**config.mk**
```make
export PLATFORM = sky130hd
export DESIGN_NAME = srw_decoder_top
export DESIGN_NICKNAME = d
export VERILOG_FILES = /design/src/logic/srw_pkg.sv /design/src/logic/srw_req_if.sv /design/src/logic/srw_req_decode.sv /design/src/logic/srw_stat_encode.sv /design/src/logic/srw_decoder_top.sv
export SDC_FILE = /design/constraint.sdc
export NUM_CORES = 1
export LEC_CHECK = 0
export BUFFER_PORTS_ARGS = -buffer_cell sky130_fd_sc_hd__buf_2
export CORE_UTILIZATION = 25
export DETAILED_ROUTE_END_ITERATION = 8
export PLACE_DENSITY = 0.52
export SETUP_SLACK_MARGIN = 0.15
export SLEW_MARGIN = 20
export SYNTH_ARGS = -nofsm -noshare
export SYNTH_HDL_FRONTEND = slang
export SYNTH_HIERARCHICAL = 1
export SYNTH_SLANG_ARGS = --single-unit
```
**constraint.sdc**
```tcl
create_clock -name hclk -period 2.2 [get_ports hclk]
set_clock_uncertainty 0.15 [all_clocks]
set_input_delay 0.11 -clock hclk [delete_from_list [all_inputs] [get_ports hclk]]
set_output_delay 0.11 -clock hclk [all_outputs]
set_load 0.005 [all_outputs]
```
**src/logic/srw_pkg.sv**
```systemverilog
package srw_pkg;
    // Octet geometry
    localparam int OCT_W   = 8;
    localparam int REQ_OCT = 4;
    localparam int STA_OCT = 8;

    // Request octet 0 bit positions
    localparam int RQ_SPD_B   = 0;
    localparam int RQ_SPD_A   = 1;
    localparam int RQ_CSTOP   = 4;
    localparam int RQ_ESTOP   = 5;
    localparam int RQ_STARTP  = 6;
    localparam int RQ_TOFF    = 7;
    // Request octet 1 bit positions, counted over the whole word
    localparam int RQ_NEG_DIR = 8;
    localparam int RQ_POS_DIR = 9;
    localparam int RQ_SPD_D   = 14;
    localparam int RQ_SPD_C   = 15;
    // Request octet 2 bit positions, counted over the whole word
    localparam int RQ_VAR     = 16;
    localparam int RQ_ACK     = 18;
    localparam int RQ_MON_D   = 20;
    localparam int RQ_MON_C   = 21;
    localparam int RQ_MON_B   = 22;
    localparam int RQ_MON_A   = 23;
    // Request octet 3 bit positions, counted over the whole word
    localparam int RQ_OUT_LSB = 24;
    localparam int SAFE_OUT_N = 6;
    localparam int RQ_NEG_SCL = 30;
    localparam int RQ_POS_SCL = 31;

    // Function bits of octets 0..2 (acknowledge excluded) and reserved bits
    localparam int          FN_W     = 24;
    localparam logic [23:0] FN_MASK  = 24'hF1C3F3;
    localparam logic [31:0] RSV_MASK = 32'h000A3C0C;
    localparam logic [23:0] CFG_RST  = FN_MASK;

    // Status layout
    localparam logic [7:0]  ST0_RSV  = 8'h0C;
    localparam int          ST_MOD_OCT = 5;
    localparam int          ST_MOD_BIT = 7;
    localparam int          ST_SPD_HI  = 6;
    localparam int          ST_SPD_LO  = 7;

    // Register byte addresses
    localparam logic [7:0] A_CTRL  = 8'h00;
    localparam logic [7:0] A_REQ   = 8'h04;
    localparam logic [7:0] A_LIMIT = 8'h08;
    localparam logic [7:0] A_CFG   = 8'h0C;
    localparam logic [7:0] A_ACT   = 8'h10;
    localparam logic [7:0] A_STLO  = 8'h14;
    localparam logic [7:0] A_STHI  = 8'h18;
    localparam logic [7:0] A_ISTAT = 8'h1C;
    localparam logic [7:0] A_IMASK = 8'h20;

    // Control register fields
    localparam int C_ACCEPT = 0;
    localparam int C_FAILS  = 1;
    localparam int C_CONFIG = 2;

    // Interrupt status fields
    localparam int IRQ_W    = 3;
    localparam int I_ACCEPT = 0;
    localparam int I_CFGF   = 1;
    localparam int I_RSV    = 2;

    localparam logic [1:0] HTRANS_NONSEQ = 2'h2;
endpackage

```
**src/logic/srw_req_if.sv**
```systemverilog
`timescale 1ns/1ps
interface srw_req_if;
    import srw_pkg::*;
    logic [31:0] req_word;
    logic [15:0] limit_word;
    logic [23:0] fn_req;
    logic [5:0]  safe_out;
    logic        neg_unscaled;
    logic        pos_unscaled;
    logic [15:0] limit;
    logic        rsv_hit;

    modport dec (
        input  req_word, limit_word,
        output fn_req, safe_out, neg_unscaled, pos_unscaled, limit, rsv_hit
    );
    modport top (
        output req_word, limit_word,
        input  fn_req, safe_out, neg_unscaled, pos_unscaled, limit, rsv_hit
    );
endinterface

```
**src/logic/srw_req_decode.sv**
```systemverilog
`timescale 1ns/1ps
module srw_req_decode
    import srw_pkg::*;
(
    srw_req_if.dec rq
);
    // Split the request word into function bits, outputs and scaling
    always_comb begin
        rq.fn_req       = rq.req_word[FN_W-1:0] & FN_MASK;
        rq.safe_out     = rq.req_word[RQ_OUT_LSB +: SAFE_OUT_N];
        rq.neg_unscaled = rq.req_word[RQ_NEG_SCL];
        rq.pos_unscaled = rq.req_word[RQ_POS_SCL];
        rq.rsv_hit      = |(rq.req_word & RSV_MASK);
        // High byte from octet 4, low byte from octet 5
        rq.limit = {rq.limit_word[OCT_W-1:0],
                    rq.limit_word[OCT_W +: OCT_W]};
    end
endmodule

```
**src/logic/srw_stat_encode.sv**
```systemverilog
`timescale 1ns/1ps
module srw_stat_encode
    import srw_pkg::*;
(
    input  wire logic [47:0] status_core,
    input  wire logic        modulating,
    input  wire logic [15:0] safe_speed,
    input  wire logic        zero_all,
    output logic      [63:0] status_data
);
    logic [63:0] raw;

    // Assemble octets 0..7, octet n at bits 8n+7..8n
    always_comb begin
        raw = {safe_speed[OCT_W-1:0], safe_speed[OCT_W +: OCT_W],
               status_core};
        raw[OCT_W-1:0] = status_core[OCT_W-1:0] & ~ST0_RSV;
        raw[ST_MOD_OCT*OCT_W + ST_MOD_BIT] = modulating;
        status_data = zero_all ? '0 : raw;
    end
endmodule

```
**src/logic/srw_decoder_top.sv**
```systemverilog
// Register access over AHB-Lite and the register addresses are this design's own decisions.
`timescale 1ns/1ps
module srw_decoder_top
    import srw_pkg::*;
(
    input  wire logic        hclk,
    input  wire logic        hresetn,
    input  wire logic        hsel,
    input  wire logic [31:0] haddr,
    input  wire logic [1:0]  htrans,
    input  wire logic        hwrite,
    input  wire logic [2:0]  hsize,
    input  wire logic [31:0] hwdata,
    input  wire logic        hready,
    output logic             hreadyout,
    output logic             hresp,
    output logic      [31:0] hrdata,
    input  wire logic [47:0] status_core,
    input  wire logic        modulating,
    input  wire logic [15:0] safe_speed,
    output logic             speed_limit_a_req,
    output logic             speed_limit_b_req,
    output logic             speed_limit_c_req,
    output logic             speed_limit_d_req,
    output logic             controlled_stop_req,
    output logic             emergency_stop_req,
    output logic             start_prevention_req,
    output logic             torque_off_req,
    output logic             neg_direction_lock_req,
    output logic             pos_direction_lock_req,
    output logic             function_end_ack,
    output logic             speed_monitor_a_req,
    output logic             speed_monitor_b_req,
    output logic             speed_monitor_c_req,
    output logic             speed_monitor_d_req,
    output logic             variable_limit_req,
    output logic      [15:0] variable_limit,
    output logic      [5:0]  safe_out_ctrl,
    output logic             neg_unscaled,
    output logic             pos_unscaled,
    output logic             config_fault,
    output logic      [63:0] status_data,
    output logic             irq
);
    srw_req_if rq ();

    // Bus address phase capture
    logic        ap_wr_ff;
    logic [7:0]  ap_addr_ff;
    logic        nxt_ap_wr;
    logic [7:0]  nxt_ap_addr;

    // Software registers
    logic [31:0] req_ff,   nxt_req;
    logic [15:0] lim_ff,   nxt_lim;
    logic [23:0] cfg_ff,   nxt_cfg;
    logic        fails_ff, nxt_fails;
    logic        cstate_ff, nxt_cstate;
    logic [IRQ_W-1:0] ist_ff, nxt_ist;
    logic [IRQ_W-1:0] imask_ff, nxt_imask;
    logic [31:0] rdata_ff, nxt_rdata;

    // Accepted message state
    logic [31:0] act_ff, nxt_act;
    logic [15:0] vlim_ff, nxt_vlim;
    logic [63:0] stat_ff;
    logic [63:0] stat_nxt;

    // Bus strobes, accept and the event vector
    logic        ap_valid;
    logic        wr_en;
    logic        accept;
    logic        unsupported;
    logic [IRQ_W-1:0] ev;

    // Word read mux shared by the read path
    function automatic logic [31:0] rd_mux(input logic [7:0] a);
        logic [31:0] v;
        v = '0;
        unique case (a)
            A_CTRL:  begin
                v[C_FAILS]  = fails_ff;
                v[C_CONFIG] = cstate_ff;
            end
            A_REQ:   v = req_ff;
            A_LIMIT: v = {16'h0000, lim_ff};
            A_CFG:   v = {8'h00, cfg_ff};
            A_ACT:   v = act_ff;
            A_STLO:  v = stat_ff[31:0];
            A_STHI:  v = stat_ff[63:32];
            A_ISTAT: v = {{(32-IRQ_W){1'b0}}, ist_ff};
            A_IMASK: v = {{(32-IRQ_W){1'b0}}, imask_ff};
            default: v = '0;
        endcase
        return v;
    endfunction

    // Data phase write that hits one register address
    function automatic logic wr_hit(input logic [7:0] a);
        logic hit;
        hit = wr_en && (ap_addr_ff == a);
        return hit;
    endfunction

    // Request word decoder
    srw_req_decode u_dec (
        .rq (rq.dec)
    );

    // Status user data encoder, zeroed in fail-safe or configuration state
    srw_stat_encode u_enc (
        .status_core (status_core),
        .modulating  (modulating),
        .safe_speed  (safe_speed),
        .zero_all    (fails_ff | cstate_ff),
        .status_data (stat_nxt)
    );

    // The slave never stretches a transfer and always answers OKAY
    assign hreadyout = 1'b1;
    assign hresp     = 1'b0;
    assign hrdata    = rdata_ff;

    // Stored request word and limit feed the decoder
    assign rq.req_word   = req_ff;
    assign rq.limit_word = lim_ff;

    // Address phase qualification and data phase write strobe
    assign ap_valid = hsel & htrans[1] & hready;
    assign wr_en    = ap_wr_ff;
    assign accept   = wr_hit(A_CTRL) & hwdata[C_ACCEPT];
    assign unsupported = |(rq.fn_req & ~cfg_ff);

    // Bus capture next state
    always_comb begin
        nxt_ap_wr   = ap_valid & hwrite;
        nxt_ap_addr = ap_valid ? haddr[7:0] : ap_addr_ff;
        nxt_rdata   = rdata_ff;
        if (ap_valid && !hwrite) begin
            nxt_rdata = rd_mux(haddr[7:0]);
        end
    end

    // Register the address phase and the read data
    always_ff @(posedge hclk or negedge hresetn) begin
        if (!hresetn) begin
            ap_wr_ff   <= 1'b0;
            ap_addr_ff <= 8'h00;
            rdata_ff   <= 32'h00000000;
        end else begin
            ap_wr_ff   <= nxt_ap_wr;
            ap_addr_ff <= nxt_ap_addr;
            rdata_ff   <= nxt_rdata;
        end
    end

    // Software register writes
    always_comb begin
        nxt_req    = req_ff;
        nxt_lim    = lim_ff;
        nxt_cfg    = cfg_ff;
        nxt_fails  = fails_ff;
        nxt_cstate = cstate_ff;
        nxt_imask  = imask_ff;
        if (wr_en) begin
            unique case (ap_addr_ff)
                A_CTRL: begin
                    nxt_fails  = hwdata[C_FAILS];
                    nxt_cstate = hwdata[C_CONFIG];
                end
                A_REQ:   nxt_req   = hwdata;
                A_LIMIT: nxt_lim   = hwdata[15:0];
                A_CFG:   nxt_cfg   = hwdata[FN_W-1:0];
                A_IMASK: nxt_imask = hwdata[IRQ_W-1:0];
                default: ;
            endcase
        end
    end

    // Register the writable software state
    always_ff @(posedge hclk or negedge hresetn) begin
        if (!hresetn) begin
            req_ff    <= 32'h00000000;
            lim_ff    <= 16'h0000;
            cfg_ff    <= CFG_RST;
            fails_ff  <= 1'b0;
            cstate_ff <= 1'b0;
            imask_ff  <= 3'h0;
        end else begin
            req_ff    <= nxt_req;
            lim_ff    <= nxt_lim;
            cfg_ff    <= nxt_cfg;
            fails_ff  <= nxt_fails;
            cstate_ff <= nxt_cstate;
            imask_ff  <= nxt_imask;
        end
    end

    // Latch decoded requests only when a message is accepted
    always_comb begin
        nxt_act  = act_ff;
        nxt_vlim = vlim_ff;
        if (accept) begin
            nxt_act = {rq.pos_unscaled, rq.neg_unscaled, rq.safe_out,
                       rq.fn_req | (req_ff[FN_W-1:0] & ~FN_MASK &
                                    ~RSV_MASK[FN_W-1:0])};
            if (unsupported) begin
                nxt_act[RQ_ESTOP] = 1'b1;
            end
            // Limit is taken only together with a variable limit request
            if (rq.fn_req[RQ_VAR]) begin
                nxt_vlim = rq.limit;
            end
        end
    end

    // Register the latched requests and the variable limit
    always_ff @(posedge hclk or negedge hresetn) begin
        if (!hresetn) begin
            act_ff  <= 32'h00000000;
            vlim_ff <= 16'h0000;
        end else begin
            act_ff  <= nxt_act;
            vlim_ff <= nxt_vlim;
        end
    end

    // Status user data is registered every cycle
    always_ff @(posedge hclk or negedge hresetn) begin
        if (!hresetn) begin
            stat_ff <= 64'h0000000000000000;
        end else begin
            stat_ff <= stat_nxt;
        end
    end

    // Sticky events, write one to clear, a new event wins over clear
    assign ev[I_ACCEPT] = accept;
    assign ev[I_CFGF]   = accept & unsupported;
    assign ev[I_RSV]    = accept & rq.rsv_hit;

    // Clear by writing ones, then merge the new events
    always_comb begin
        nxt_ist = ist_ff;
        if (wr_hit(A_ISTAT)) begin
            nxt_ist = ist_ff & ~hwdata[IRQ_W-1:0];
        end
        nxt_ist = nxt_ist | ev;
    end

    // Hold the interrupt status
    always_ff @(posedge hclk or negedge hresetn) begin
        if (!hresetn) begin
            ist_ff <= 3'h0;
        end else begin
            ist_ff <= nxt_ist;
        end
    end

    // Level interrupt and sticky configuration fault
    assign irq = |(ist_ff & imask_ff);
    assign config_fault = ist_ff[I_CFGF];

    // Decoded request outputs from the accepted message
    assign speed_limit_a_req      = act_ff[RQ_SPD_A];
    assign speed_limit_b_req      = act_ff[RQ_SPD_B];
    assign controlled_stop_req    = act_ff[RQ_CSTOP];
    assign emergency_stop_req     = act_ff[RQ_ESTOP];
    assign start_prevention_req   = act_ff[RQ_STARTP];
    assign torque_off_req         = act_ff[RQ_TOFF];
    assign neg_direction_lock_req = act_ff[RQ_NEG_DIR];
    assign pos_direction_lock_req = act_ff[RQ_POS_DIR];
    assign speed_limit_c_req      = act_ff[RQ_SPD_C];
    assign speed_limit_d_req      = act_ff[RQ_SPD_D];
    assign variable_limit_req     = act_ff[RQ_VAR];
    assign function_end_ack       = act_ff[RQ_ACK];
    assign speed_monitor_a_req    = act_ff[RQ_MON_A];
    assign speed_monitor_b_req    = act_ff[RQ_MON_B];
    assign speed_monitor_c_req    = act_ff[RQ_MON_C];
    assign speed_monitor_d_req    = act_ff[RQ_MON_D];
    assign safe_out_ctrl = act_ff[RQ_OUT_LSB +: SAFE_OUT_N];
    assign neg_unscaled  = act_ff[RQ_NEG_SCL];
    assign pos_unscaled  = act_ff[RQ_POS_SCL];
    assign variable_limit = vlim_ff;
    assign status_data    = stat_ff;
endmodule

```
==> impl_metrics.yaml, run 1 <==
outcome:
  status: "finished with violations"
  violations: "negative setup slack"
cts:
  root_buffer: "clkbuf_16"
  clock_latency_ps: 570
  clock-sinks: 233
  cts_tree: "built"
  numCtsBuffers: 29
  clk_path_buf_depth: 3
  cts_max_level: 1
  cts.clk_slew.worst_paths_ps: 60
global_route:
  antenna_found_initial: 1
  grt_pass1_vias: 8524
  grt_pass1_wl_um: 54030
  track_usage_pct: 16.46
  overflow: 0
  grt_max_degree: 79
worst_setup_path:
  reg2regPathDepth: 7
  r2r-start: "ap_addr_ff[7]$_DFFE_PN0P_"
  rrSetupSlack_ps: -230
  slowest_delay_ps: 590
  crit_fanout: 8
  timing.rr.end: "req_ff[9]$_DFFE_PN0P_"
  worstSetupEndpointType: "flip-flop"
  crit_start: "ap_addr_ff[7]$_DFFE_PN0P_"
  worstSetupStartpointType: "flip-flop"
  worst_ep_required_time_ps: 2480
  timing.setup.critical_path_class: "flip-flop to flip-flop"
  path_cells: "or4b_4 > nor3_4 > nand2b_4 > nor3b_4 > buf_6 > clkbuf_16 > mux2_4"
  crit_slowest_cell: "or4b_4"
  arrival_ps: 2710
  cp-endpoint: "req_ff[9]$_DFFE_PN0P_"
synth:
  synthTopCellsByArea: "dfrtp_1 51%, mux2_2 9.5%, buf_4 4.2%"
  synth_edf_count: 0
  syn_area_sq_um: 10630
  synth_top_family_by_area: "multiplexers"
  dominantRegCellSynth: "dfrtp_1"
  syn_area_per_cell_sq_um: 11.71
  yosys.area_share.adder_pct: 0
  muxShareOfSynthArea_pct: 16.89
  ys_types: 52
  synth-simple-area-share_pct: 10.84
  synth_compound_area_share_pct: 9.426
  ys_seq_area_share_pct: 55.01
  synth_xor_area_share_pct: 0.08237
  synth_top_area_share_pct: 51.31
  synthArstFlopShare_pct: 100.0
  yosysTopAreaCell: "dfrtp_1"
  ys_seq_elements: 233
  synth_warnings: 6
  syn_inst: 908
drt:
  drt_wl_total_um: 36600
  drc: 0
  via_per_inst: 4.485
  vias: 8185
  post_drt_wl_per_cell_um: 20.05
  drt-initial-drc-count: 482
  drtAntennaViolNets: 0
  first_pass_iters: 5
placed_design:
  finalWeightedCongestion: 0.8472
  dpl_cell_area_sq_um: 12520
  dpl.hpwl_um: 25660
  dpl.cell_count: 1631
  pre_cts_ws_ps: -263.2
  port_buffers: 245
timing:
  hold_viol: 0
  period_needed_ps: 2430
  relSlewSlack_pct: 63.80
  rsz0062_at_grt: "yes"
  tightestPinTransition_ps: 543.1
  layout_setup_ws_ps: -230.0
  fmax_mhz: 411.5
  setup_violations: 111
  final-max-slew-violation-count: 0
  period_share_pct: 110.5
power:
  vdd_ir_drop_max_uv: 496.9
  power_density_nw_per_um2: 685.5
  p_leak_nw: 7.426
cells_and_area:
  num-fill-cells: 4109
  final_common_cell: "buf_2"
  syn_to_final_growth_pct: 44.75
  final_cell_mix: "244 x buf_2, 218 x dfrtp_1, 111 x dlygate4sd3_1, 75 x mux2_4, 63 x nor2b_1"
  fin_nets: 1402
  fin_area_sq_um: 15390
  final_cell_count_no_fill: 1825
  fin_util_pct: 36.69
  drive_above_1_share_pct: 43.42
floorplan:
  die_h_um: 208.2
  dieArea_sq_um: 43360
  start_util_pct: 25.35
  ios: 279
  rows: 75
  die_w_um: 208.2
  core_area_sq_um: 41950
min_path:
  hold_path_class: "primary input to flip-flop"
run:
  maxCapViolations: 0
[repair_timing]
| item | in CTS | in global routing |
|---|---|---|
| setup buffers | 8 | 13 |
| endpoints found under the hold margin | 380 | 0 |
| pin swaps | 24 | 15 |
| hold buffers | 111 | 0 |
| cloned | 5 | 3 |
| resized for setup | 79 | 47 |
| setup endpoints to repair | 122 | 134 |
[flip-flops by register name (all words and copies together) (netlist names)]
name and flops:
status_data 64, variable_limit 16, cfg_ff 24, act_ff 32
imask_ff 3, fails_ff 1, ap_addr_ff 8, cstate_ff 1
req_ff 32, lim_ff 16, hrdata 32, ap_wr_ff 1
ist_ff 3
[synth_stat cells, types with 5 or more instances]
cell type / instances
dfstp_2: 15
a32o_1: 5
nand3_1: 6
buf_4: 60
nor2b_1: 65
o22ai_1: 28
mux2_4: 19
buf_2: 13
a21oi_1: 18
mux2_2: 90
clkbuf_1: 28
nand2_1: 93
nor4_1: 5
a22o_1: 20
mux2i_1: 44
a22oi_1: 18
inv_1: 30
nor3_1: 5
nor2_1: 14
o21ai_0: 59
dfrtp_1: 218
[power breakdown]
group	total [W]	switching [W]	internal, W
sequential	0.00464	0.000169	0.00447
combinational	0.00103	0.000495	0.000534
clock	0.00488	0.00194	0.00294
total	0.0106	0.00261	0.00794
[critical path: cells and delay by family, from the launching register on]
kind / cells / cell delay, ps
buf+inv: 2 / 350
flops: 1 / 370
mux: 1 / 300
simple gates: 4 / 1140
[cell families after synthesis]
group                     Yosys count
AOI/OAI and AO/OA                 158
xor gates and xnor gates            1
buffers and inverters             139
DFF                               233
muxes                             157
other                               4
and+or+nand+nor                   216
[worst min-delay path by stage]
stage,startpoint,endpoint,cells after the start
detailed placement,hresetn,variable_limit[2]$_DFFE_PN0P_,1
floorplan,hresetn,act_ff[0]$_DFFE_PN0P_,0
global placement,hresetn,variable_limit[2]$_DFFE_PN0P_,1
CTS,hready,hrdata[2]$_DFFE_PN0P_,6
global route,hready,hrdata[1]$_DFFE_PN0P_,5
finish,hready,hrdata[2]$_DFFE_PN0P_,6
[layout make-up]
| cell class | instances | area, sq um | share of cell area [%] |
|---|---|---|---|
| antenna | 1 | 2.502 | 0.01626 |
| clock buffer | 39 | 813.3 | 5.284 |
| sequential | 233 | 5849 | 38.01 |
| timing repair buffer | 424 | 3293 | 21.40 |
| inverter | 30 | 112.6 | 0.7316 |
| clock inverter | 14 | 165.2 | 1.073 |
| tap | 539 | 674.4 | 4.382 |
| multi-input combinational | 545 | 4481 | 29.11 |
[routing by layer]
layer / up-vias / share of wire (%) / track usage (%)
li1: 3810 / - / -
met1: 4098 / 45 / 21.41
met2: 230 / 48 / 28.04
met3: 47 / 5.6 / 3.925
met4: 0 / 1.7 / 2.631
met5: - / 0 / 0
[stage by stage]
stage	total power, W	setup TNS (ps)	hold slack [ps]
after floorplan	0.005101	-2955	-335.6
after global placement	0.005537	-9470	-102.3
after detailed placement	0.005550	-11190	-103.1
after CTS	0.01066	-10670	42.45
after global routing	0.01098	-21710	99.86
final	0.01055	-13330	54.55
(Power assumes the default switching activity.)
==> run 2, diff against run 1 <==
--- a/config.mk
+++ b/config.mk
@@ -6,9 +6,9 @@
 export NUM_CORES = 1
 export LEC_CHECK = 0
 export BUFFER_PORTS_ARGS = -buffer_cell sky130_fd_sc_hd__buf_2
-export CORE_UTILIZATION = 25
+export CORE_UTILIZATION = 48
 export DETAILED_ROUTE_END_ITERATION = 8
-export PLACE_DENSITY = 0.52
+export PLACE_DENSITY = 0.84
 export SETUP_SLACK_MARGIN = 0.15
 export SLEW_MARGIN = 20
 export SYNTH_ARGS = -nofsm -noshare
==> run 2 against run 1 <==
The run ends with negative hold slack, negative setup slack left. Setup slack improved by 63 ps. Largest cell class unchanged. Combinational power hardly changed. Sequential power about the same. Global-route usage is 14 points higher. Core utilization up 32 points. First-iteration DRC count rose by 28%. Via count rose by 6.9%. Maximum frequency increased by 2.7%. Hold slack worse by 82 ps. Flip-flop and latch count unchanged.
==> impl_metrics.yaml, run 2 (synthesis gave the netlist of run 1 again) <==
placed_design:
  pre_cts_ws_ps: -176.9
  port_buffers: 245
  dpl.hpwl_um: 21530
  finalWeightedCongestion: 0.9104
  dpl_cell_area_sq_um: 12120
global_route:
  grt_max_degree: 70
  antenna_found_initial: 0
  grt_pass1_vias: 9135
  top_usage_layer: "met2"
  use_met1_pct: 38.51
  track_usage_pct: 30.93
  overflow: 0
  use_met3_pct: 6.446
  gr-usage-met2_pct: 52.29
  grt_pass1_wl_um: 52630
drt:
  drt_wl_total_um: 35950
  drc: 0
  drtAntennaViolNets: 0
  first_pass_iters: 5
  via_per_inst: 5.654
  vias: 8752
  post_drt_wl_per_cell_um: 23.22
  drt-initial-drc-count: 616
outcome:
  status: "finished with violations"
  violations: "negative hold slack, negative setup slack"
worst_setup_path:
  crit_fanout: 7
  arrival_ps: 2640
  worstSetupStartpointType: "flip-flop"
  reg2regPathDepth: 7
  worstSetupEndpointType: "flip-flop"
  rrSetupSlack_ps: -170
  timing.setup.critical_path_class: "flip-flop to flip-flop"
  worst_ep_required_time_ps: 2470
run:
  maxCapViolations: 0
floorplan:
  start_util_pct: 48.87
  rows: 54
  ios: 279
  core_area_sq_um: 21760
  dieArea_sq_um: 22750
  die_w_um: 150.8
  die_h_um: 150.8
power:
  p_leak_nw: 7.277
  vdd_ir_drop_max_uv: 745.8
  power_density_nw_per_um2: 657.7
cells_and_area:
  diodes: 0
  syn_to_final_growth_pct: 39.80
  largest_reg_flops: 64
  final_cell_mix: "244 x buf_2, 217 x dfrtp_1, 111 x dlygate4sd3_1, 78 x mux2_4, 64 x nor2b_1"
  fin_area_sq_um: 14860
  final_common_cell: "buf_2"
  drive_above_1_share_pct: 43.45
  fin_nets: 1388
cts:
  clock_latency_ps: 540
  root_buffer: "clkbuf_16"
  clock-sinks: 233
  cts_max_level: 1
  cts.clk_slew.worst_paths_ps: 60
  cts_tree: "built"
  clk_path_buf_depth: 3
  numCtsBuffers: 25
timing:
  hold_viol: 19
  period_share_pct: 107.6
  relSlewSlack_pct: 62.12
  fmax_mhz: 422.5
  setup_violations: 117
  final-max-slew-violation-count: 0
  hold_ws_ps: -27.31
  rsz0062_at_grt: "yes"
  layout_setup_ws_ps: -166.9
  tightestPinTransition_ps: 568.2
  period_needed_ps: 2367
min_path:
  hold_path_class: "primary input to async pin"
==> run 2: stage by stage <==
stage	hold slack [ps]	total power, W	cells	setup TNS [ps]	util [%]
2_1_floorplan	-335.6	0.005101	917	-2955	-
5_1_grt	31.85	0.01008	1548	-17670	68.32
6_report	-27.31	0.009777	1548	-8381	68.32
3_5_place_dp	-52.69	0.005506	1369	-6419	55.73
3_3_place_gp	-55.88	0.005478	1369	-4028	55.73
4_1_cts	4.447	0.009699	1542	-6907	66.87
==> run 2: path summary, 6_finish.rpt <==
check | from | to
min in group hclk | haddr[4] | hrdata[0]$_DFFE_PN0P_
worst min register to register | hrdata[7]$_DFFE_PN0P_ | hrdata[7]$_DFFE_PN0P_
max in group asynchronous | hresetn | status_data[25]$_DFF_PN0_
worst max-delay path | ap_addr_ff[1]$_DFFE_PN0P_ | req_ff[20]$_DFFE_PN0P_
worst min-delay path | hresetn | variable_limit[2]$_DFFE_PN0P_
worst max register to register | ap_addr_ff[1]$_DFFE_PN0P_ | req_ff[20]$_DFFE_PN0P_
==> run 2: critical path: stages, from the launching register on <==
cell and delay [ps]:
dfrtp_1 380, or4b_4 580, nor3_4 190, nand2b_4 90, nor3b_4 210, buf_6 170, clkbuf_16 170, mux2_4 310
==> run 2: cell type report <==
cell class	count	area (sq um)
clock inverter	4	26.28
fill	1503	6892
multi-input combinational	545	4611
tap	280	350.3
clock buffer	42	759.5
inverter	30	112.6
sequential	233	5851
timing repair buffer	414	3154
==> run 2: layer usage <==
| layer | vias up | wire length [um] |
|---|---|---|
| met4 | 0 | 1403 |
| met5 | - | 0 |
| met1 | 4373 | 13680 |
| met3 | 101 | 2917 |
| li1 | 3771 | - |
| met2 | 507 | 17950 |
==> run 2: timing repair <==
item / 4_1_cts / 5_1_grt
setup endpoints to repair: 120 / 138
buffers inserted: 9 / 4
gates resized for setup: 98 / 56
pin swaps: 26 / 15
cloned: 7 / 2
hold buffers: 111 / 0
endpoints found under the hold margin: 375 / 0
==> run 2: power by group <==
group / switching [W] / internal [W]
Clock: 0.00174 / 0.00234
Sequential: 0.000171 / 0.00447
Combinational: 0.000523 / 0.000537
==> run 3, diff against run 2 <==
--- a/config.mk
+++ b/config.mk
@@ -6,8 +6,10 @@
 export NUM_CORES = 1
 export LEC_CHECK = 0
 export BUFFER_PORTS_ARGS = -buffer_cell sky130_fd_sc_hd__buf_2
+export CORE_MARGIN = 4
 export CORE_UTILIZATION = 48
 export DETAILED_ROUTE_END_ITERATION = 8
+export HOLD_SLACK_MARGIN = 0.15
 export PLACE_DENSITY = 0.84
 export SETUP_SLACK_MARGIN = 0.15
 export SLEW_MARGIN = 20
==> run 3 against run 2 <==
Critical path type unchanged. Largest power group unchanged. The flow finishes with violations (negative setup slack). Largest cell class unchanged. First-iteration DRC count rose by 7.5%. Critical path depth did not move. Combinational power barely moved. Flip-flop and latch count did not move. Sequential power barely moved. Critical endpoint is now variable_limit[14]$_DFFE_PN0P_.
==> impl_metrics.yaml, run 3 (synthesis gave the netlist of run 1 again) <==
worst_setup_path:
  timing.setup.critical_path_class: "flip-flop to flip-flop"
  r2r-start: "ap_addr_ff[1]$_DFFE_PN0P_"
  worstSetupStartpointType: "flip-flop"
  crit_fanout: 17
  path_cells: "or4b_4 > buf_4 > nor4_4 > buf_4 > and3_4 > nand2_8 > mux2_4"
  worst_ep_required_time_ps: 2440
  crit_slowest_cell: "or4b_4"
  rrSetupSlack_ps: -230
  reg2regPathDepth: 7
  path_common_cell: "buf_4"
  slowest_delay_ps: 570
  arrival_ps: 2660
  timing.rr.end: "variable_limit[14]$_DFFE_PN0P_"
  worstSetupEndpointType: "flip-flop"
power:
  power_density_nw_per_um2: 686.2
  p_leak_nw: 7.165
  p_int_w: 0.007534
  seq_power_share_pct: 46.7
  switching_power_w: 0.002387
  vdd_ir_drop_max_uv: 526.3
  switching_share_pct: 24.06
  p_comb_share_pct: 10.6
  pwr-share-clk_pct: 42.7
cells_and_area:
  final_cell_mix: "244 x buf_2, 218 x dfrtp_1, 114 x dlygate4sd3_1, 91 x nand2_1, 80 x mux2_4"
  fin_area_sq_um: 14460
  num-fill-cells: 1547
  syn_to_final_growth_pct: 35.99
  seq_area_sq_um: 5849
  drive_above_1_share_pct: 38.63
  largest_reg_flops: 64
  fin_nets: 1387
  multiInputGateArea_sq_um: 4300
  final_common_cell: "buf_2"
cts:
  clk_path_buf_depth: 3
  root_buffer: "clkbuf_16"
  clock_latency_ps: 520
  cts_max_level: 1
  cts_tree: "built"
  numCtsBuffers: 25
  clock-sinks: 233
  cts.clk_slew.worst_paths_ps: 60
timing:
  hold_viol: 0
  rsz0062_at_grt: "yes"
  final-max-slew-violation-count: 0
  layout_setup_ws_ps: -227.7
  setup_violations: 122
  period_share_pct: 110.3
  period_needed_ps: 2428
  fmax_mhz: 411.9
placed_design:
  port_buffers: 245
  dpl.hpwl_um: 22350
  dpl_cell_area_sq_um: 12180
  pre_cts_ws_ps: -187.5
  finalWeightedCongestion: 0.9034
floorplan:
  die_h_um: 156.8
  die_w_um: 156.8
  dieArea_sq_um: 24600
  rows: 54
  core_area_sq_um: 21820
  ios: 279
  start_util_pct: 48.72
min_path:
  hold_path_class: "primary input to flip-flop"
  holdPathStages: 6
  min_from: "haddr[3]"
  min_to: "hrdata[2]$_DFFE_PN0P_"
global_route:
  overflow: 0
  antenna_found_initial: 1
  grt_pass1_vias: 9150
  grt_max_degree: 61
  track_usage_pct: 27.46
  grt_pass1_wl_um: 52550
drt:
  vias: 8604
  via_per_inst: 5.562
  drt-initial-drc-count: 662
  first_pass_iters: 6
  drc: 0
  drtAntennaViolNets: 0
  drt_wl_total_um: 34620
  post_drt_wl_per_cell_um: 22.38
run:
  maxCapViolations: 0
outcome:
  status: "finished with violations"
  violations: "negative setup slack"
-- run 3: cell types whose count changed in the layout (fill, tap and decap cells not counted), sizes merged --
cell	delta
clkinvlp	-1
bufinv	+2
buf	-3
clkbuf	-6
inv	-1
bufbuf	+1
diode	+1
clkinv	+3
dlygate4sd3	+3
-- run 3: area by class of cell --
class	count	share of cell area [%]
well taps	280	2.423
clock buffers	38	5.080
multi-input cells	545	29.74
inverters	30	0.7788
repair buffers	413	20.89
flip-flops and latches	233	40.46
diodes	1	0.01731
clock inverters	7	0.6144
-- run 3: layer usage --
layer	track usage (%)	up-vias	share of wire (%)
met5	0	-	0
met4	9.421	0	3.7
met3	5.808	96	8.3
met2	47.55	467	50
met1	34.24	4275	38
li1	-	3766	-
-- run 3: worst max-delay path by stage --
stage | to | slack (ps) | from | depth (start not counted)
2_1_floorplan | lim_ff[10]$_DFFE_PN0P_ | -100 | ap_addr_ff[1]$_DFFE_PN0P_ | 6
3_3_place_gp | req_ff[29]$_DFFE_PN0P_ | -140 | ap_addr_ff[1]$_DFFE_PN0P_ | 6
3_5_place_dp | req_ff[30]$_DFFE_PN0P_ | -190 | ap_addr_ff[1]$_DFFE_PN0P_ | 6
4_1_cts | req_ff[30]$_DFFE_PN0P_ | -170 | ap_addr_ff[1]$_DFFE_PN0P_ | 6
5_1_grt | req_ff[12]$_DFFE_PN0P_ | -280 | ap_addr_ff[1]$_DFFE_PN0P_ | 6
6_report | variable_limit[14]$_DFFE_PN0P_ | -230 | ap_addr_ff[1]$_DFFE_PN0P_ | 7
-- run 3: power by group through the flow --
stage | logic [W] | registers [W] | clock network, W
finish | 0.00105 | 0.00463 | 0.00424
global route | 0.00113 | 0.00465 | 0.00445
CTS | 0.00101 | 0.00463 | 0.00425
detailed placement | 0.000821 | 0.00470 | 0
global placement | 0.000800 | 0.00469 | 0
floorplan | 0.000443 | 0.00466 | 0
-- run 3: per-stage QoR --
| stage | std cells | utilization (%) | TNS, ps | total power (W) | hold slack, ps |
|---|---|---|---|---|---|
| floorplan | 917 | - | -2955 | 0.005101 | -335.6 |
| global placement | 1374 | 55.79 | -4296 | 0.005492 | -78.10 |
| detailed placement | 1374 | 55.79 | -8735 | 0.005519 | -75.24 |
| CTS | 1542 | 65.80 | -10950 | 0.009891 | -294.7 |
| global route | 1547 | 66.25 | -24000 | 0.01023 | 197.4 |
| finish | 1547 | 66.25 | -16800 | 0.009921 | 189.6 |
-- run 3: timing repair --
action	4_1_cts	5_1_grt
endpoints found under the hold margin	439	1
endpoints found under the setup margin	93	147
gates cloned	3	0
pin swaps	0	0
resized for setup	22	13
buffers inserted	7	3
hold buffers	113	1
-- run 3: worst max-delay path, delay by kind of cell, from the launching register on --
family	cells	cell delay [ps]
simple gates	4	1080
buf+inv	2	340
mux	1	330
flops	1	380
